[config.mk]
export PLATFORM = sky130hd
export DESIGN_NAME = pio_top
export DESIGN_NICKNAME = d
export VERILOG_FILES = /design/src/pio_pkg.sv /design/src/pio_top.sv
export SDC_FILE = /design/constraint.sdc
export NUM_CORES = 1
export LEC_CHECK = 0
export ABC_AREA = 1
export BUFFER_PORTS_ARGS = -buffer_cell sky130_fd_sc_hd__buf_2
export CAP_MARGIN = 10
export CORE_MARGIN = 5
export CORE_UTILIZATION = 40
export CTS_CLUSTER_DIAMETER = 40
export CTS_CLUSTER_SIZE = 12
export DETAILED_ROUTE_END_ITERATION = 6
export GPL_TIMING_DRIVEN = 0
export PLACE_DENSITY_LB_ADDON = 0.25
export SLEW_MARGIN = 5
export SYNTH_ARGS = -nofsm -noshare
export SYNTH_HDL_FRONTEND = slang
export SYNTH_SLANG_ARGS = --single-unit
[constraint.sdc]
create_clock -name clock -period 2.9 [get_ports clock]
set_input_delay 0.87 -clock clock [delete_from_list [all_inputs] [get_ports clock]]
set_output_delay 0.87 -clock clock [all_outputs]
set_load 0.01 [all_outputs]
[src/pio_pkg.sv]
// constants, types and helpers for the 24-line parallel i/o block
// Function
// - twenty-four i/o lines form three 8-bit ports A, B and C.
// - group A is port A plus upper C; group B is B plus lower C.
// - configurable as two handshaking ports or plain 8+8+4+4 line ports.
// - ports A, B, C at offsets 00, 01, 02; control word at 03.
// - two write-only 8-bit interrupt control registers at offsets 14 and 15.
// - control word with bit 7 set programs group modes and directions.
// - control word with bit 7 clear leaves modes, sets or clears a C bit.
// - bits 3..1 pick the port C bit, bit 0 is its value.
// - group B request reaches host only with its select and master enable.
// - group A request reaches host only with its select and master enable.
// - a cleared select blocks that group whatever the master enable.
// - bit 2 of the second interrupt register is the master enable.
// - with master enable clear the host request line is not driven.
// - reserved interrupt register bits are ignored when written as ones.
// - group B request needs its internal enable set.
// - group A needs its enable in mode 1, either bidir enable in mode 2.
// - handshaked transfers raise a group request when service is needed.
// - output lines hold the last written value until a mode word clears it; inputs left undriven.
package pio_pkg;

  localparam int ADDR_W = 5;
  localparam int DATA_W = 8;

  localparam logic [ADDR_W-1:0] OFS_PORT_A = 5'h00;
  localparam logic [ADDR_W-1:0] OFS_PORT_B = 5'h01;
  localparam logic [ADDR_W-1:0] OFS_PORT_C = 5'h02;
  localparam logic [ADDR_W-1:0] OFS_CTRL = 5'h03;
  localparam logic [ADDR_W-1:0] OFS_IRQ_SEL = 5'h14;
  localparam logic [ADDR_W-1:0] OFS_IRQ_GATE = 5'h15;

  localparam int CW_FLAG_BIT = 7;
  localparam int SEL_A_BIT = 0;
  localparam int SEL_B_BIT = 1;
  localparam int GATE_EN_BIT = 2;

  // single-bit command fields of the control word
  localparam int BSR_IDX_HI = 3;
  localparam int BSR_IDX_LO = 1;
  localparam int BSR_VAL_BIT = 0;
  localparam int NIBBLE_W = 4;

  // port C line roles while a group handshakes
  localparam int PC_SERVICE_REQUEST_LINE_B = 0;
  localparam int PC_FLAG_B = 1;
  localparam int PC_STB_B = 2;
  localparam int PC_SERVICE_REQUEST_LINE_A = 3;
  localparam int PC_STB_A = 4;
  localparam int PC_IBF_A = 5;
  localparam int PC_ACK_A = 6;
  localparam int PC_OBF_A = 7;

  localparam logic [DATA_W-1:0] RDATA_NONE = 8'h00;
  localparam logic [DATA_W-1:0] PORT_RESET = 8'h00;

  typedef enum logic [2:0] {
    PIO_MODE0 = 3'h1,
    PIO_MODE1 = 3'h2,
    PIO_MODE2 = 3'h4
  } pio_mode_t;

  // field order matches control word bits 6..0
  typedef struct packed {
    logic [1:0] a_mode;
    logic a_in;
    logic cu_in;
    logic b_mode;
    logic b_in;
    logic cl_in;
  } pio_cfg_t;

  localparam pio_cfg_t CFG_RESET = 7'h1B;

  typedef struct packed {
    logic rd;
    logic wr;
    logic [ADDR_W-1:0] addr;
    logic [DATA_W-1:0] wdata;
  } pio_host_req_t;

  typedef struct packed {
    logic [DATA_W-1:0] c;
    logic [DATA_W-1:0] b;
    logic [DATA_W-1:0] a;
  } pio_pins_t;

  function automatic pio_mode_t pio_mode_a(input logic [1:0] f);
    if (f[1]) begin
      return PIO_MODE2;
    end else if (f[0]) begin
      return PIO_MODE1;
    end
    return PIO_MODE0;
  endfunction : pio_mode_a

  function automatic logic pio_fell(input logic prev, input logic cur);
    return prev & ~cur;
  endfunction : pio_fell

endpackage : pio_pkg

[src/pio_top.sv]
// parallel i/o block: three ports, control word and interrupt gating
`timescale 1ns/10ps
module pio_top (
  // clock and reset
  input wire logic clock,
  input wire logic rst_n,
  input wire logic ce,
  // host register port
  input wire pio_pkg::pio_host_req_t host_req,
  output logic [pio_pkg::DATA_W-1:0] host_rdata,
  output logic host_rvalid,
  // parallel lines
  input wire pio_pkg::pio_pins_t pin_in,
  output pio_pkg::pio_pins_t pin_out,
  output pio_pkg::pio_pins_t pin_oe,
  // host interrupt request
  output logic service_request_line,
  output logic service_request_oe
);
  import pio_pkg::*;

  pio_pins_t sync1_q, sync2_q, prev_q;
  pio_cfg_t cfg_q;
  logic [DATA_W-1:0] port_a_data_q, port_b_data_q, port_c_data_q;
  logic [DATA_W-1:0] latch_a_q, latch_b_q;
  logic ibf_a_q, ibf_b_q, obf_a_q, obf_b_q, done_a_q, done_b_q;
  logic group_a_irq_q, group_b_irq_q;
  logic group_a_irq_select_q, group_b_irq_select_q, master_irq_enable_q;
  logic [DATA_W-1:0] rdata_q;
  logic rvalid_q, sreq_q, sreq_oe_q;
  pio_pins_t pout_q, poe_q, pout_d, poe_d;

  pio_mode_t mode_a;
  logic b_hs, a_in_side, a_out_side, b_in_side, b_out_side;
  logic wr_a, wr_b, wr_c, wr_ctrl, mode_set, bit_op, rd_a, rd_b;
  logic stb_a_fall, ack_a_fall, stb_b_fall, ack_b_fall;
  logic group_a_irq_d, group_b_irq_d;
  logic [DATA_W-1:0] rdata_d;

  // pins come from outside the clock domain; only sync2 feeds logic
  always_ff @(posedge clock or negedge rst_n) begin
    if (!rst_n) begin
      sync1_q <= '0;
      sync2_q <= '0;
      prev_q <= '0;
    end else if (ce) begin
      sync1_q <= pin_in;
      sync2_q <= sync1_q;
      prev_q <= sync2_q;
    end
  end

  assign mode_a = pio_mode_a(cfg_q.a_mode);
  assign b_hs = cfg_q.b_mode;
  // port A takes input in mode 1 input or mode 2, output likewise
  assign a_in_side = (mode_a == PIO_MODE2) |
                     ((mode_a == PIO_MODE1) & cfg_q.a_in);
  assign a_out_side = (mode_a == PIO_MODE2) |
                      ((mode_a == PIO_MODE1) & ~cfg_q.a_in);
  assign b_in_side = b_hs & cfg_q.b_in;
  assign b_out_side = b_hs & ~cfg_q.b_in;

  assign wr_a = ce & host_req.wr & (host_req.addr == OFS_PORT_A);
  assign wr_b = ce & host_req.wr & (host_req.addr == OFS_PORT_B);
  assign wr_c = ce & host_req.wr & (host_req.addr == OFS_PORT_C);
  assign wr_ctrl = ce & host_req.wr & (host_req.addr == OFS_CTRL);
  assign mode_set = wr_ctrl & host_req.wdata[CW_FLAG_BIT];
  assign bit_op = wr_ctrl & ~host_req.wdata[CW_FLAG_BIT];
  assign rd_a = ce & host_req.rd & (host_req.addr == OFS_PORT_A);
  assign rd_b = ce & host_req.rd & (host_req.addr == OFS_PORT_B);

  assign stb_a_fall = pio_fell(prev_q.c[PC_STB_A], sync2_q.c[PC_STB_A]);
  assign ack_a_fall = pio_fell(prev_q.c[PC_ACK_A], sync2_q.c[PC_ACK_A]);
  assign stb_b_fall = pio_fell(prev_q.c[PC_STB_B], sync2_q.c[PC_STB_B]);
  assign ack_b_fall = pio_fell(prev_q.c[PC_STB_B], sync2_q.c[PC_STB_B]);

  // group configuration; reset leaves every line an input in mode 0
  always_ff @(posedge clock or negedge rst_n) begin
    if (!rst_n) begin
      cfg_q <= CFG_RESET;
    end else if (mode_set) begin
      cfg_q <= pio_cfg_t'(host_req.wdata[CW_FLAG_BIT-1:0]);
    end
  end

  // written port values; output lines keep them until rewritten or a mode word clears them
  always_ff @(posedge clock or negedge rst_n) begin
    if (!rst_n) begin
      port_a_data_q <= PORT_RESET;
      port_b_data_q <= PORT_RESET;
      port_c_data_q <= PORT_RESET;
    end else if (mode_set) begin
      port_a_data_q <= PORT_RESET;
      port_b_data_q <= PORT_RESET;
      port_c_data_q <= PORT_RESET;
    end else begin
      if (wr_a) begin
        port_a_data_q <= host_req.wdata;
      end
      if (wr_b) begin
        port_b_data_q <= host_req.wdata;
      end
      if (wr_c) begin
        port_c_data_q <= host_req.wdata;
      end else if (bit_op) begin
        // bits 6..4 are don't care; a bit on a strobe input is its enable
        port_c_data_q[host_req.wdata[BSR_IDX_HI:BSR_IDX_LO]] <=
          host_req.wdata[BSR_VAL_BIT];
      end
    end
  end

  // group A handshake; a strobe in the same cycle as a read keeps ibf
  always_ff @(posedge clock or negedge rst_n) begin
    if (!rst_n) begin
      latch_a_q <= PORT_RESET;
      ibf_a_q <= 1'b0;
      obf_a_q <= 1'b0;
      done_a_q <= 1'b0;
    end else if (mode_set) begin
      ibf_a_q <= 1'b0;
      obf_a_q <= 1'b0;
      done_a_q <= 1'b0;
    end else if (ce) begin
      if (a_in_side & stb_a_fall) begin
        latch_a_q <= sync2_q.a;
        ibf_a_q <= 1'b1;
      end else if (rd_a & a_in_side) begin
        ibf_a_q <= 1'b0;
      end
      if (a_out_side & ack_a_fall) begin
        obf_a_q <= 1'b0;
        done_a_q <= 1'b1;
      end else if (wr_a & a_out_side) begin
        obf_a_q <= 1'b1;
        done_a_q <= 1'b0;
      end
    end
  end

  // group B handshake, mode 1 only
  always_ff @(posedge clock or negedge rst_n) begin
    if (!rst_n) begin
      latch_b_q <= PORT_RESET;
      ibf_b_q <= 1'b0;
      obf_b_q <= 1'b0;
      done_b_q <= 1'b0;
    end else if (mode_set) begin
      ibf_b_q <= 1'b0;
      obf_b_q <= 1'b0;
      done_b_q <= 1'b0;
    end else if (ce) begin
      if (b_in_side & stb_b_fall) begin
        latch_b_q <= sync2_q.b;
        ibf_b_q <= 1'b1;
      end else if (rd_b & b_in_side) begin
        ibf_b_q <= 1'b0;
      end
      if (b_out_side & ack_b_fall) begin
        obf_b_q <= 1'b0;
        done_b_q <= 1'b1;
      end else if (wr_b & b_out_side) begin
        obf_b_q <= 1'b1;
        done_b_q <= 1'b0;
      end
    end
  end

  // service requests: data waiting or buffer drained, strobe or acknowledge released
  always_comb begin
    group_a_irq_d = 1'b0;
    unique case (mode_a)
      PIO_MODE0: group_a_irq_d = 1'b0;
      PIO_MODE1: begin
        if (cfg_q.a_in) begin
          group_a_irq_d = ibf_a_q & sync2_q.c[PC_STB_A] &
                          port_c_data_q[PC_STB_A];
        end else begin
          group_a_irq_d = done_a_q & sync2_q.c[PC_ACK_A] &
                          port_c_data_q[PC_ACK_A];
        end
      end
      PIO_MODE2: begin
        group_a_irq_d = (done_a_q & sync2_q.c[PC_ACK_A] &
                         port_c_data_q[PC_ACK_A]) |
                        (ibf_a_q & sync2_q.c[PC_STB_A] &
                         port_c_data_q[PC_STB_A]);
      end
    endcase
    group_b_irq_d = b_hs & port_c_data_q[PC_STB_B] & sync2_q.c[PC_STB_B] &
                    (cfg_q.b_in ? ibf_b_q : done_b_q);
  end

  always_ff @(posedge clock or negedge rst_n) begin
    if (!rst_n) begin
      group_a_irq_q <= 1'b0;
      group_b_irq_q <= 1'b0;
    end else if (ce) begin
      group_a_irq_q <= group_a_irq_d;
      group_b_irq_q <= group_b_irq_d;
    end
  end

  // interrupt control registers; only defined bits are stored
  always_ff @(posedge clock or negedge rst_n) begin
    if (!rst_n) begin
      group_a_irq_select_q <= 1'b0;
      group_b_irq_select_q <= 1'b0;
      master_irq_enable_q <= 1'b0;
    end else if (ce & host_req.wr) begin
      if (host_req.addr == OFS_IRQ_SEL) begin
        group_a_irq_select_q <= host_req.wdata[SEL_A_BIT];
        group_b_irq_select_q <= host_req.wdata[SEL_B_BIT];
      end
      if (host_req.addr == OFS_IRQ_GATE) begin
        master_irq_enable_q <= host_req.wdata[GATE_EN_BIT];
      end
    end
  end

  // the host line is shared, so it floats unless the master enable is on
  always_ff @(posedge clock or negedge rst_n) begin
    if (!rst_n) begin
      sreq_q <= 1'b0;
      sreq_oe_q <= 1'b0;
    end else if (ce) begin
      sreq_q <= master_irq_enable_q &
                ((group_a_irq_select_q & group_a_irq_q) |
                 (group_b_irq_select_q & group_b_irq_q));
      sreq_oe_q <= master_irq_enable_q;
    end
  end

  // line drive; undriven inputs rely on board pull-ups
  always_comb begin
    pout_d.a = port_a_data_q;
    pout_d.b = port_b_data_q;
    pout_d.c = port_c_data_q;
    poe_d.a = {DATA_W{~cfg_q.a_in}};
    poe_d.b = {DATA_W{~cfg_q.b_in}};
    poe_d.c = {{NIBBLE_W{~cfg_q.cu_in}}, {NIBBLE_W{~cfg_q.cl_in}}};
    if (mode_a == PIO_MODE2) begin
      // bidirectional bus is driven only while the peer acknowledges
      poe_d.a = {DATA_W{~sync2_q.c[PC_ACK_A]}};
    end
    if (b_hs) begin
      poe_d.c[PC_SERVICE_REQUEST_LINE_B] = 1'b1;
      pout_d.c[PC_SERVICE_REQUEST_LINE_B] = group_b_irq_q;
      poe_d.c[PC_FLAG_B] = 1'b1;
      pout_d.c[PC_FLAG_B] = cfg_q.b_in ? ibf_b_q : ~obf_b_q;
      poe_d.c[PC_STB_B] = 1'b0;
    end
    if (mode_a != PIO_MODE0) begin
      poe_d.c[PC_SERVICE_REQUEST_LINE_A] = 1'b1;
      pout_d.c[PC_SERVICE_REQUEST_LINE_A] = group_a_irq_q;
    end
    if (a_in_side) begin
      poe_d.c[PC_STB_A] = 1'b0;
      poe_d.c[PC_IBF_A] = 1'b1;
      pout_d.c[PC_IBF_A] = ibf_a_q;
    end
    if (a_out_side) begin
      poe_d.c[PC_ACK_A] = 1'b0;
      poe_d.c[PC_OBF_A] = 1'b1;
      pout_d.c[PC_OBF_A] = ~obf_a_q;
    end
  end

  always_ff @(posedge clock or negedge rst_n) begin
    if (!rst_n) begin
      pout_q <= '0;
      poe_q <= '0;
    end else if (ce) begin
      pout_q <= pout_d;
      poe_q <= poe_d;
    end
  end

  // read data; write-only and unmapped offsets return zero
  always_comb begin
    rdata_d = RDATA_NONE;
    if (host_req.addr == OFS_PORT_A) begin
      rdata_d = a_in_side ? latch_a_q :
                (cfg_q.a_in ? sync2_q.a : port_a_data_q);
    end else if (host_req.addr == OFS_PORT_B) begin
      rdata_d = b_in_side ? latch_b_q :
                (cfg_q.b_in ? sync2_q.b : port_b_data_q);
    end else if (host_req.addr == OFS_PORT_C) begin
      rdata_d = (pout_q.c & poe_q.c) | (sync2_q.c & ~poe_q.c);
    end
  end

  always_ff @(posedge clock or negedge rst_n) begin
    if (!rst_n) begin
      rdata_q <= RDATA_NONE;
      rvalid_q <= 1'b0;
    end else if (ce) begin
      rvalid_q <= host_req.rd;
      if (host_req.rd) begin
        rdata_q <= rdata_d;
      end
    end
  end

  assign host_rdata = rdata_q;
  assign host_rvalid = rvalid_q;
  assign pin_out = pout_q;
  assign pin_oe = poe_q;
  assign service_request_line = sreq_q;
  assign service_request_oe = sreq_oe_q;

endmodule : pio_top

==> Word level (Yosys, flattened, before mapping) <==
Index checks and enable logic that the tools add are counted.
{ "word_totals": {"elab_cells": 182, "latchBits": 0, "ram_bits": 0, "register_bits": 165, "romBits": 0, "inputBits": 42, "memories": 0} }
{ "classes": {"div": 0, "order_cmp": 2, "n_mux": 59, "multipliers": 0, "shifts": 0, "bitwise": 54, "n_reduce_logical": 19, "add_sub_neg": 0, "n_eq_ne": 9} }
{ "ops": {"columns": ["cell", "n"], "rows": [
  ["8-bit 2-to-1 mux", 15],
  ["1-bit bitwise AND", 35],
  ["1-bit 2-to-1 mux", 34],
  ["8-bit bitwise AND", 2],
  ["3-bit nonzero test", 5],
  ["2-bit AND reduction", 7],
  ["3-bit 2-to-1 mux", 4],
  ["1-bit NOT", 11],
  ["5-bit by 2-bit equality test with 1-bit output (second input constant)", 2],
  ["5-bit equality test (second input constant)", 2],
  ["8-bit bitwise mux", 1],
  ["8-bit NOT", 1],
  ["8-bit OR", 1],
  ["2-bit 2-to-1 mux", 3],
  ["3-bit AND reduction", 2],
  ["2-bit nonzero test", 3],
  ["5-bit by 1-bit equality test with 1-bit output (second input constant)", 1],
  ["5-bit logical NOT", 1],
  ["3-bit by 4-bit < comparator with 1-bit output (second input constant)", 1],
  ["1-bit OR", 4],
  ["1-bit demux with 3-bit select", 1],
  ["3-bit by 1-bit equality test with 1-bit output (second input constant)", 1],
  ["3-bit by 2-bit equality test with 1-bit output (second input constant)", 1],
  ["3-bit equality test (second input constant)", 1],
  ["other kinds (4)", 4]
]} }

==> Logic depth before layout (Yosys ltp) <==
Gate-level depths: netlist of run 1.
{ "depth": {"depth_word": 11, "mapped_depth": 11} }

==> Worst setup path before layout of run 1 <==
OpenSTA, ideal clock, no wires.
{ "synth_timing": {"kind": "input to register", "startpoint": "in ce", "endpoint": "reg port_c_data_q[6]", "setup_ns": 0.116, "slack_ns": 1.056, "required_time_ns": 2.784, "path_stages": 10, "arrival_ns": 1.727, "path_cell_list": "buf_6 nand2_4 nor2_4 nand3_2 buf_6 buf_6 nand3_2 nand2_1 nand2_1 nand2_1"} }
{ "synth_between": {"elab_chain_cells": 4, "word_cells_on_any_way": 8, "cone_classes": "mux: 2; bitwise: 5; reduce/logical: 1"} }
{ "synth_rtl": {"columns": ["item", "line", "source"], "rows": [
  ["start: declaration", "pio_top.sv:7", "input wire logic ce,"],
  ["1-bit bitwise AND *", "pio_top.sv:65, pio_top.sv:66", null],
  ["1-bit bitwise AND (on tied branches)", "pio_top.sv:66, pio_top.sv:65", null],
  ["1-bit bitwise AND (tied with other cells)", "pio_top.sv:67", "assign mode_set = wr_ctrl & host_req.wdata[CW_FLAG_BIT];"],
  ["3-bit nonzero test (no source line) or 8-bit 2-to-1 mux (tied branches)", null, null],
  ["end signal: assignment", "pio_top.sv:104", "port_c_data_q <= host_req.wdata;"],
  ["end signal: indexed assignment", "pio_top.sv:107", "port_c_data_q[host_req.wdata[BSR_IDX_HI:BSR_IDX_LO]] <="],
  ["end: declaration", "pio_top.sv:24", "logic [DATA_W-1:0] port_a_data_q, port_b_data_q, port_c_data_q;"]
]} }
Mark *: on every way between the ends. The rest lies on a longest branch, timed or not.
A chain may end at the register's enable or synchronous reset.

==> metrics, run 1 <==
status=finished, final reports clean; cell type with the highest aggregate area in the netlist=sky130_fd_sc_hd__dfrtp_1; Port Buffer Count=97; number of hold-repair buffers added at the cts stage=0; routed wire length=21180 um; number of cells on the worst reg-to-reg path=8; endpoint class of the critical path=output port; growth of design area from synthesis to finish=19.52%; Hold Violations, Final=0; clock insertion delay at the later pin of the skew report=0.43 ns; Worst-path clk slew=about 0.060 ns; Layout fillers=~1800; initial cell density of the core=just over 40%; end of the worst register-to-register path=host_rdata[3]$_DFFE_PN0N_; worst path arrival time=between 1 and 1.5 ns; floorplan die height=about 140 um; Die X=between 100 and 150 um; number of max-cap violations=0; kind of critical path=flip-flop to output port; number of DRC violations after detailed-routing iteration 0=roughly 520; Syn Area/Cell=between 7 and 8 um2; pin slew with the least headroom to its limit=~0.83 ns; power per unit of standard cell area=approximately 650 nW/um2; unrepaired setup endpoints after global routing=no; core area=about 18000 um2; pin count of the biggest net entering global routing=94; number of instances in the synthesized netlist=900; Rows=just under 50; reg-to-reg startpoint=cfg_q[1]$_DFFE_PN1P_; fraction of layout cells with a size suffix above 1=roughly 20%; average vias per placed instance=5.045; final worst path period need=around 2 ns; final sum of negative setup slack=0 ns; final setup violation count=0; first-pass GRT wire length=around 34000 um; number of levels the H-tree was split into=4; register-to-register setup slack=about 1.1 ns; cell area after synthesis=about 7200 um2; Max Clock Freq=a little under 500 MHz; Antenna Violating Nets Remaining=0; DRC violations left=0; Congestion Overflow GR=0; Bufs on Longest Clock Path=2; post-CTS setup buffer count=0; root cell of the clock tree=sky130_fd_sc_hd__clkbuf_16; number of antenna violations at the first check in global routing=0; sequential cell area in the final layout=~3800 um2; peak supply drop=0.4577 mV; number of clock sinks seen by CTS=about 150; GR Util All Layers=roughly 22%; multi-input logic area=roughly 2800 um2; die area=between 20000 and 25000 um2; # placed instances=roughly 1200; Routed wire per std cell=between 15 and 20 um; Netlist cell types=32; Placer Congestion=0.9044; worst clock skew on the final layout=approximately 0.0076 ns; vias after detailed routing=approximately 6300; synth top area cells=sky130_fd_sc_hd__dfrtp_1 (52%), sky130_fd_sc_hd__nand2_1 (21%), sky130_fd_sc_hd__o21ai_0 (4.7%); CTS Buf Count=17; final HPWL from detailed placement=between 15000 and 20000 um; required time at the worst-slack endpoint=2.03 ns; Final Slew Violations=0; I/O pin total=just over 100; worst rel slew slack=around 45%; First-pass DRT Iterations=5; number of global-route vias before repair=around 6100; number of nets in the synthesized netlist=around 940; portion of synthesized cell area occupied by the leading cell type=about half; leakage power of the design=between 4 and 5 nW; # nets final=1059; number of diodes added for antenna fixing=0; CTS resizes=0; flops & latches, synth=around 150; type of the most critical hold path=input port to async pin; share of synthesized area occupied by flip-flops and latches=between 50% and 60%; CTS tree=yes; final cell count without fillers=between 1000 and 1500; synth warn=0; type of origin of the critical path=flip-flop; share of the cycle needed by the critical path after routing=70.49%; critical path peak fanout=9
==> cell usage after synthesis, drive strengths merged <==
| cell type | instances |
|---|---|
| inv | 63 |
| o21ai | 105 |
| nand4 | 7 |
| o21a | 1 |
| clkbuf | 15 |
| a31oi | 2 |
| nand3b | 2 |
| a21oi | 9 |
| nor2 | 36 |
| nand3 | 52 |
| or2 | 2 |
| a22o | 1 |
| dfrtp | 149 |
| clkinv | 1 |
| dfstp | 4 |
| o211ai | 4 |
| nand2 | 408 |
| o31ai | 2 |
| buf | 37 |
==> stage by stage <==
| stage | util (%) | power (mW) | area [um2] | setup WS [ns] | hold WS (ns) |
|---|---|---|---|---|---|
| after floorplan | - | 3.048 | 7178 | 1.056 | 0.4364 |
| after global placement | 44.56 | 3.395 | 7950 | -1.436 | 0.4504 |
| after detailed placement | 44.77 | 3.419 | 7988 | 0.5577 | 0.4603 |
| after CTS | 48.09 | 5.648 | 8579 | 0.8283 | 0.3929 |
| after global routing | 48.09 | 5.893 | 8579 | 0.7715 | 0.4173 |
| final | 48.09 | 5.615 | 8579 | 0.8559 | 0.3824 |
==> critical path, cell delays in order, from the launching register on <==
cell and delay, ns:
sky130_fd_sc_hd__dfrtp_1 0.46, sky130_fd_sc_hd__buf_4 0.16, sky130_fd_sc_hd__buf_2 0.13
==> worst max-delay path by stage <==
stage / startpoint / endpoint
finish: pin_oe[6]$_DFFE_PN0P_ / pin_oe[2]
global route: pin_oe[8]$_DFFE_PN0P_ / pin_oe[13]
CTS: pin_oe[6]$_DFFE_PN0P_ / pin_oe[2]
detailed placement: ce / sync1_q[12]$_DFFE_PN0P_
global placement: rst_n / host_rvalid$_DFFE_PN0P_
floorplan: ce / port_c_data_q[6]$_DFFE_PN0P_
==> report_power, final <==
group / switching [mW] / internal [mW] / leakage, nW
combinational: 0.492 / 0.303 / 2.37
sequential: 0.195 / 2.39 / 1.95
clock: 0.859 / 1.37 / 0.288
==> registers in the layout, summed over array words and instances (netlist names), 3 cells and up <==
register / count
latch_b_q: 8
sync1_q: 24
cfg_q: 6
prev_q: 3
port_b_data_q: 8
port_c_data_q: 8
pin_out: 24
port_a_data_q: 8
sync2_q: 24
host_rdata: 8
latch_a_q: 8
pin_oe: 9
==> cell type report <==
class                           count  share of cell area [%]
Buffer                             52                   3.660
Clock buffer                       24                   5.848
Clock inverter                      7                   1.050
Inverter                           64                   2.800
Multi-Input combinational cell    631                   32.52
Sequential cell                   153                   44.68
Tap cell                          229                   3.340
Timing Repair Buffer               98                   6.096
==> metal layers <==
layer | GRT usage (%) | vias to the layer above | routed length [um]
met5 | 0 | - | 0
met4 | 10.60 | 0 | 831
met3 | 4.792 | 43 | 1418
met2 | 31.28 | 204 | 9129
met1 | 30.59 | 3026 | 9801
li1 | - | 3074 | -
==> layout by cell type, fill, tap and decap left out, types with 3 or more instances in the layout <==
cell type / Yosys / layout
sky130_fd_sc_hd__dfrtp_1: 149 / 149
sky130_fd_sc_hd__o211ai_1: 4 / 4
sky130_fd_sc_hd__buf_2: 8 / 104
sky130_fd_sc_hd__nor2_4: 3 / 3
sky130_fd_sc_hd__a21oi_1: 9 / 9
sky130_fd_sc_hd__o21ai_1: 29 / 29
sky130_fd_sc_hd__o21ai_0: 68 / 68
sky130_fd_sc_hd__clkinv_2: 0 / 3
sky130_fd_sc_hd__nand2_1: 399 / 399
sky130_fd_sc_hd__dfstp_2: 4 / 4
sky130_fd_sc_hd__buf_1: 6 / 6
sky130_fd_sc_hd__nor2_1: 32 / 32
sky130_fd_sc_hd__clkbuf_16: 0 / 17
sky130_fd_sc_hd__inv_1: 56 / 56
sky130_fd_sc_hd__nand2_4: 3 / 3
sky130_fd_sc_hd__inv_2: 7 / 7
sky130_fd_sc_hd__nand2_2: 6 / 6
sky130_fd_sc_hd__buf_6: 6 / 6
sky130_fd_sc_hd__nand3_1: 44 / 44
sky130_fd_sc_hd__nand4_1: 6 / 6
sky130_fd_sc_hd__nand3_2: 8 / 8
sky130_fd_sc_hd__clkbuf_1: 15 / 17
sky130_fd_sc_hd__o21ai_2: 8 / 8
sky130_fd_sc_hd__buf_4: 17 / 17
sky130_fd_sc_hd__clkbuf_8: 0 / 5
==> cells by family (layout without fill, tap and decap cells) <==
group	count (synthesis)	after routing	share of synthesized area, %
simple gates	507	507	29.48
buf+inv	116	245	7.722
compound gates	124	124	9.395
flops	153	153	53.41
(Power assumes the default switching activity.)
==> run 2, diff against run 1 <==
Clock period 2.9 ns to 1.73 ns, I/O delays scaled along.
==> run 2 against run 1 <==
  * Clock power up 68%
  * Power up 68%
  * Highest routed layer unchanged
  * Sequential cell count unchanged
  * Worst hold slack worse by 0.35 ns
  * Utilization up 0.15 points
  * Sequential share of layout area down 0.093 points
  * Die area unchanged
  * Combinational power up 67%
==> metrics, run 2 (same netlist as run 1, synthesis figures left out) <==
Placer Congestion=0.9044 (unchanged); Worst-path clk slew=0.06 ns (about the same); kind of critical path=flip-flop to output port; fraction of layout cells with a size suffix above 1=20.02% (+0.58 points); CTS Buf Count=17 (unchanged); Die X=144.0 um (unchanged); multi-input logic area=2800 um2 (+0.36%); pin count of the biggest net entering global routing=94 (unchanged); number of diodes added for antenna fixing=0 (unchanged); First-pass DRT Iterations=5 (unchanged); leakage power of the design=4.609 nW (+0.14%); core area=17840 um2 (unchanged); DRC violations left=0 (unchanged); worst path arrival time=1.15 ns (-0.02 ns); growth of design area from synthesis to finish=19.89%; most common cell after layout, fill and taps aside=sky130_fd_sc_hd__nand2_1; leading cell types in the layout, fill and taps excluded=sky130_fd_sc_hd__nand2_1 (399), sky130_fd_sc_hd__dfrtp_1 (146), sky130_fd_sc_hd__buf_2 (101); sequence of cells on the critical path=buf_4 > buf_2; vias after detailed routing=6360 (+0.20%); number of clock sinks seen by CTS=153 (unchanged); unrepaired setup endpoints after global routing=no; status=finished, final reports clean; GR Util All Layers=21.60% (unchanged); Routed wire per std cell=16.83 um (about the same); Congestion Overflow GR=0 (unchanged); Largest stage delay, worst path=0.45 ns (about the same); Max Clock Freq=roughly 600 MHz; first-pass GRT wire length=34040 um (unchanged); WL met3=1406 um (-0.85%); number of antenna violations at the first check in global routing=0 (unchanged); share of the cycle needed by the critical path after routing=a little over nine tenths; number of DRC violations after detailed-routing iteration 0=523 (+1.2%); initial cell density of the core=40.23% (unchanged); die area=20720 um2 (unchanged); clock insertion delay at the later pin of the skew report=0.43 ns (about the same); Layout fillers=1801 (-0.22%); Antenna Violating Nets Remaining=0 (unchanged); Hold Violations, Final=0 (unchanged); pin slew with the least headroom to its limit=0.8393 ns (+0.01382 ns); # nets final=1059 (unchanged); Final Slew Violations=0 (unchanged); worst clock skew on the final layout=0.008163 ns (+0.0005501 ns); number of max-cap violations=0 (unchanged); number of levels the H-tree was split into=4 (unchanged); type of origin of the critical path=flip-flop; final-layout worst hold slack=0.02924 ns (-0.3531 ns); routed length on met2=9094 um (-0.38%); floorplan die height=144.0 um (unchanged); smallest setup slack after layout=0.06535 ns (-0.7905 ns); Port Buffer Count=97 (unchanged); Met1 Routed Length=9824 um (+0.23%); Bufs on Longest Clock Path=2 (unchanged); number of global-route vias before repair=6129 (unchanged); final HPWL from detailed placement=15490 um (unchanged); CTS tree=yes; Rows=49 (unchanged); final worst path period need=approximately 1.7 ns; root cell of the clock tree=sky130_fd_sc_hd__clkbuf_16; worst rel slew slack=44.05% (-0.92 points); final setup violation count=0 (unchanged); cell with the largest stage delay on the worst path=sky130_fd_sc_hd__dfrtp_2; power per unit of standard cell area=1094 nW/um2 (+67%); endpoint class of the critical path=output port; type of the most critical hold path=input port to async pin; average vias per placed instance=5.056 (+0.20%); critical path peak fanout=9 (unchanged); number of hold-repair buffers added at the cts stage=0 (unchanged); sequential cell area in the final layout=3837 um2 (about the same); routed wire length=21170 um (about the same); uppermost routed layer=met4; Post-Place Setup Slack=-0.2613 ns (-0.8190 ns); required time at the worst-slack endpoint=1.21 ns (-0.82 ns); I/O pin total=101 (unchanged); peak supply drop=0.7674 mV (+68%)
==> run 2: cell counts in the layout (fill, tap and decap cells not counted) <==
Identical to the previous run, type by type.
==> run 2: path summary, 6_finish.rpt <==
path                                         from                      endpoint  slack [ns]  depth (start not counted)
max in group asynchronous                   rst_n      latch_a_q[4]$_DFFE_PN0P_        0.88                          2
min in group clock                     pin_in[21]       sync1_q[21]$_DFFE_PN0P_        0.28                          3
max reg2reg                  cfg_q[1]$_DFFE_PN1P_      latch_b_q[7]$_DFFE_PN0P_        0.09                          8
min reg2reg                pin_out[8]$_DFFE_PN0P_        pin_out[8]$_DFFE_PN0P_        0.47                          2
max                         pin_oe[6]$_DFFE_PN0P_                     pin_oe[2]        0.07                          2
min                                         rst_n  port_c_data_q[7]$_DFFE_PN0P_        0.03                          1
==> run 2: area by class of cell <==
type,instances,share of cell area (%)
Sequential cell,153,44.59
Multi-Input combinational cell,631,32.54
Timing Repair Buffer,99,6.165
Clock buffer,24,5.830
Buffer,51,3.707
Tap cell,229,3.329
Inverter,64,2.792
Clock inverter,7,1.047
==> run 2: critical path: cells and delay by family, from the launching register on <==
family | cells | cell delay [ns]
flip-flops | 1 | 0.45
buffers and inverters | 2 | 0.27
==> run 2: power by group <==
part	switching, mW	internal, mW
registers	0.331	4.02
clock network	1.44	2.30
logic	0.822	0.512
==> run 2: through the flow <==
stage	TNS [ns]	util, %	cell area, um2	std cells	total power, mW
6_report	0	48.24	8606	1258	9.416
2_1_floorplan	0	-	7178	900	5.110
3_5_place_dp	-7.426	44.77	7988	1227	5.731
3_3_place_gp	-346.10	44.56	7950	1226	5.691
5_1_grt	0	48.24	8606	1258	9.886
4_1_cts	0	48.12	8584	1258	9.470
==> run 2: per-layer routing <==
| metal | track usage (%) | up-vias |
|---|---|---|
| met4 | 10.60 | 0 |
| met5 | 0 | - |
| met2 | 31.28 | 223 |
| li1 | - | 3076 |
| met3 | 4.792 | 45 |
| met1 | 30.59 | 3016 |
==> run 2: timing repair <==
action	CTS	global route
setup buffers	0	1
pin swaps	0	0
resized for setup	2	10
endpoints found under the setup margin	8	31
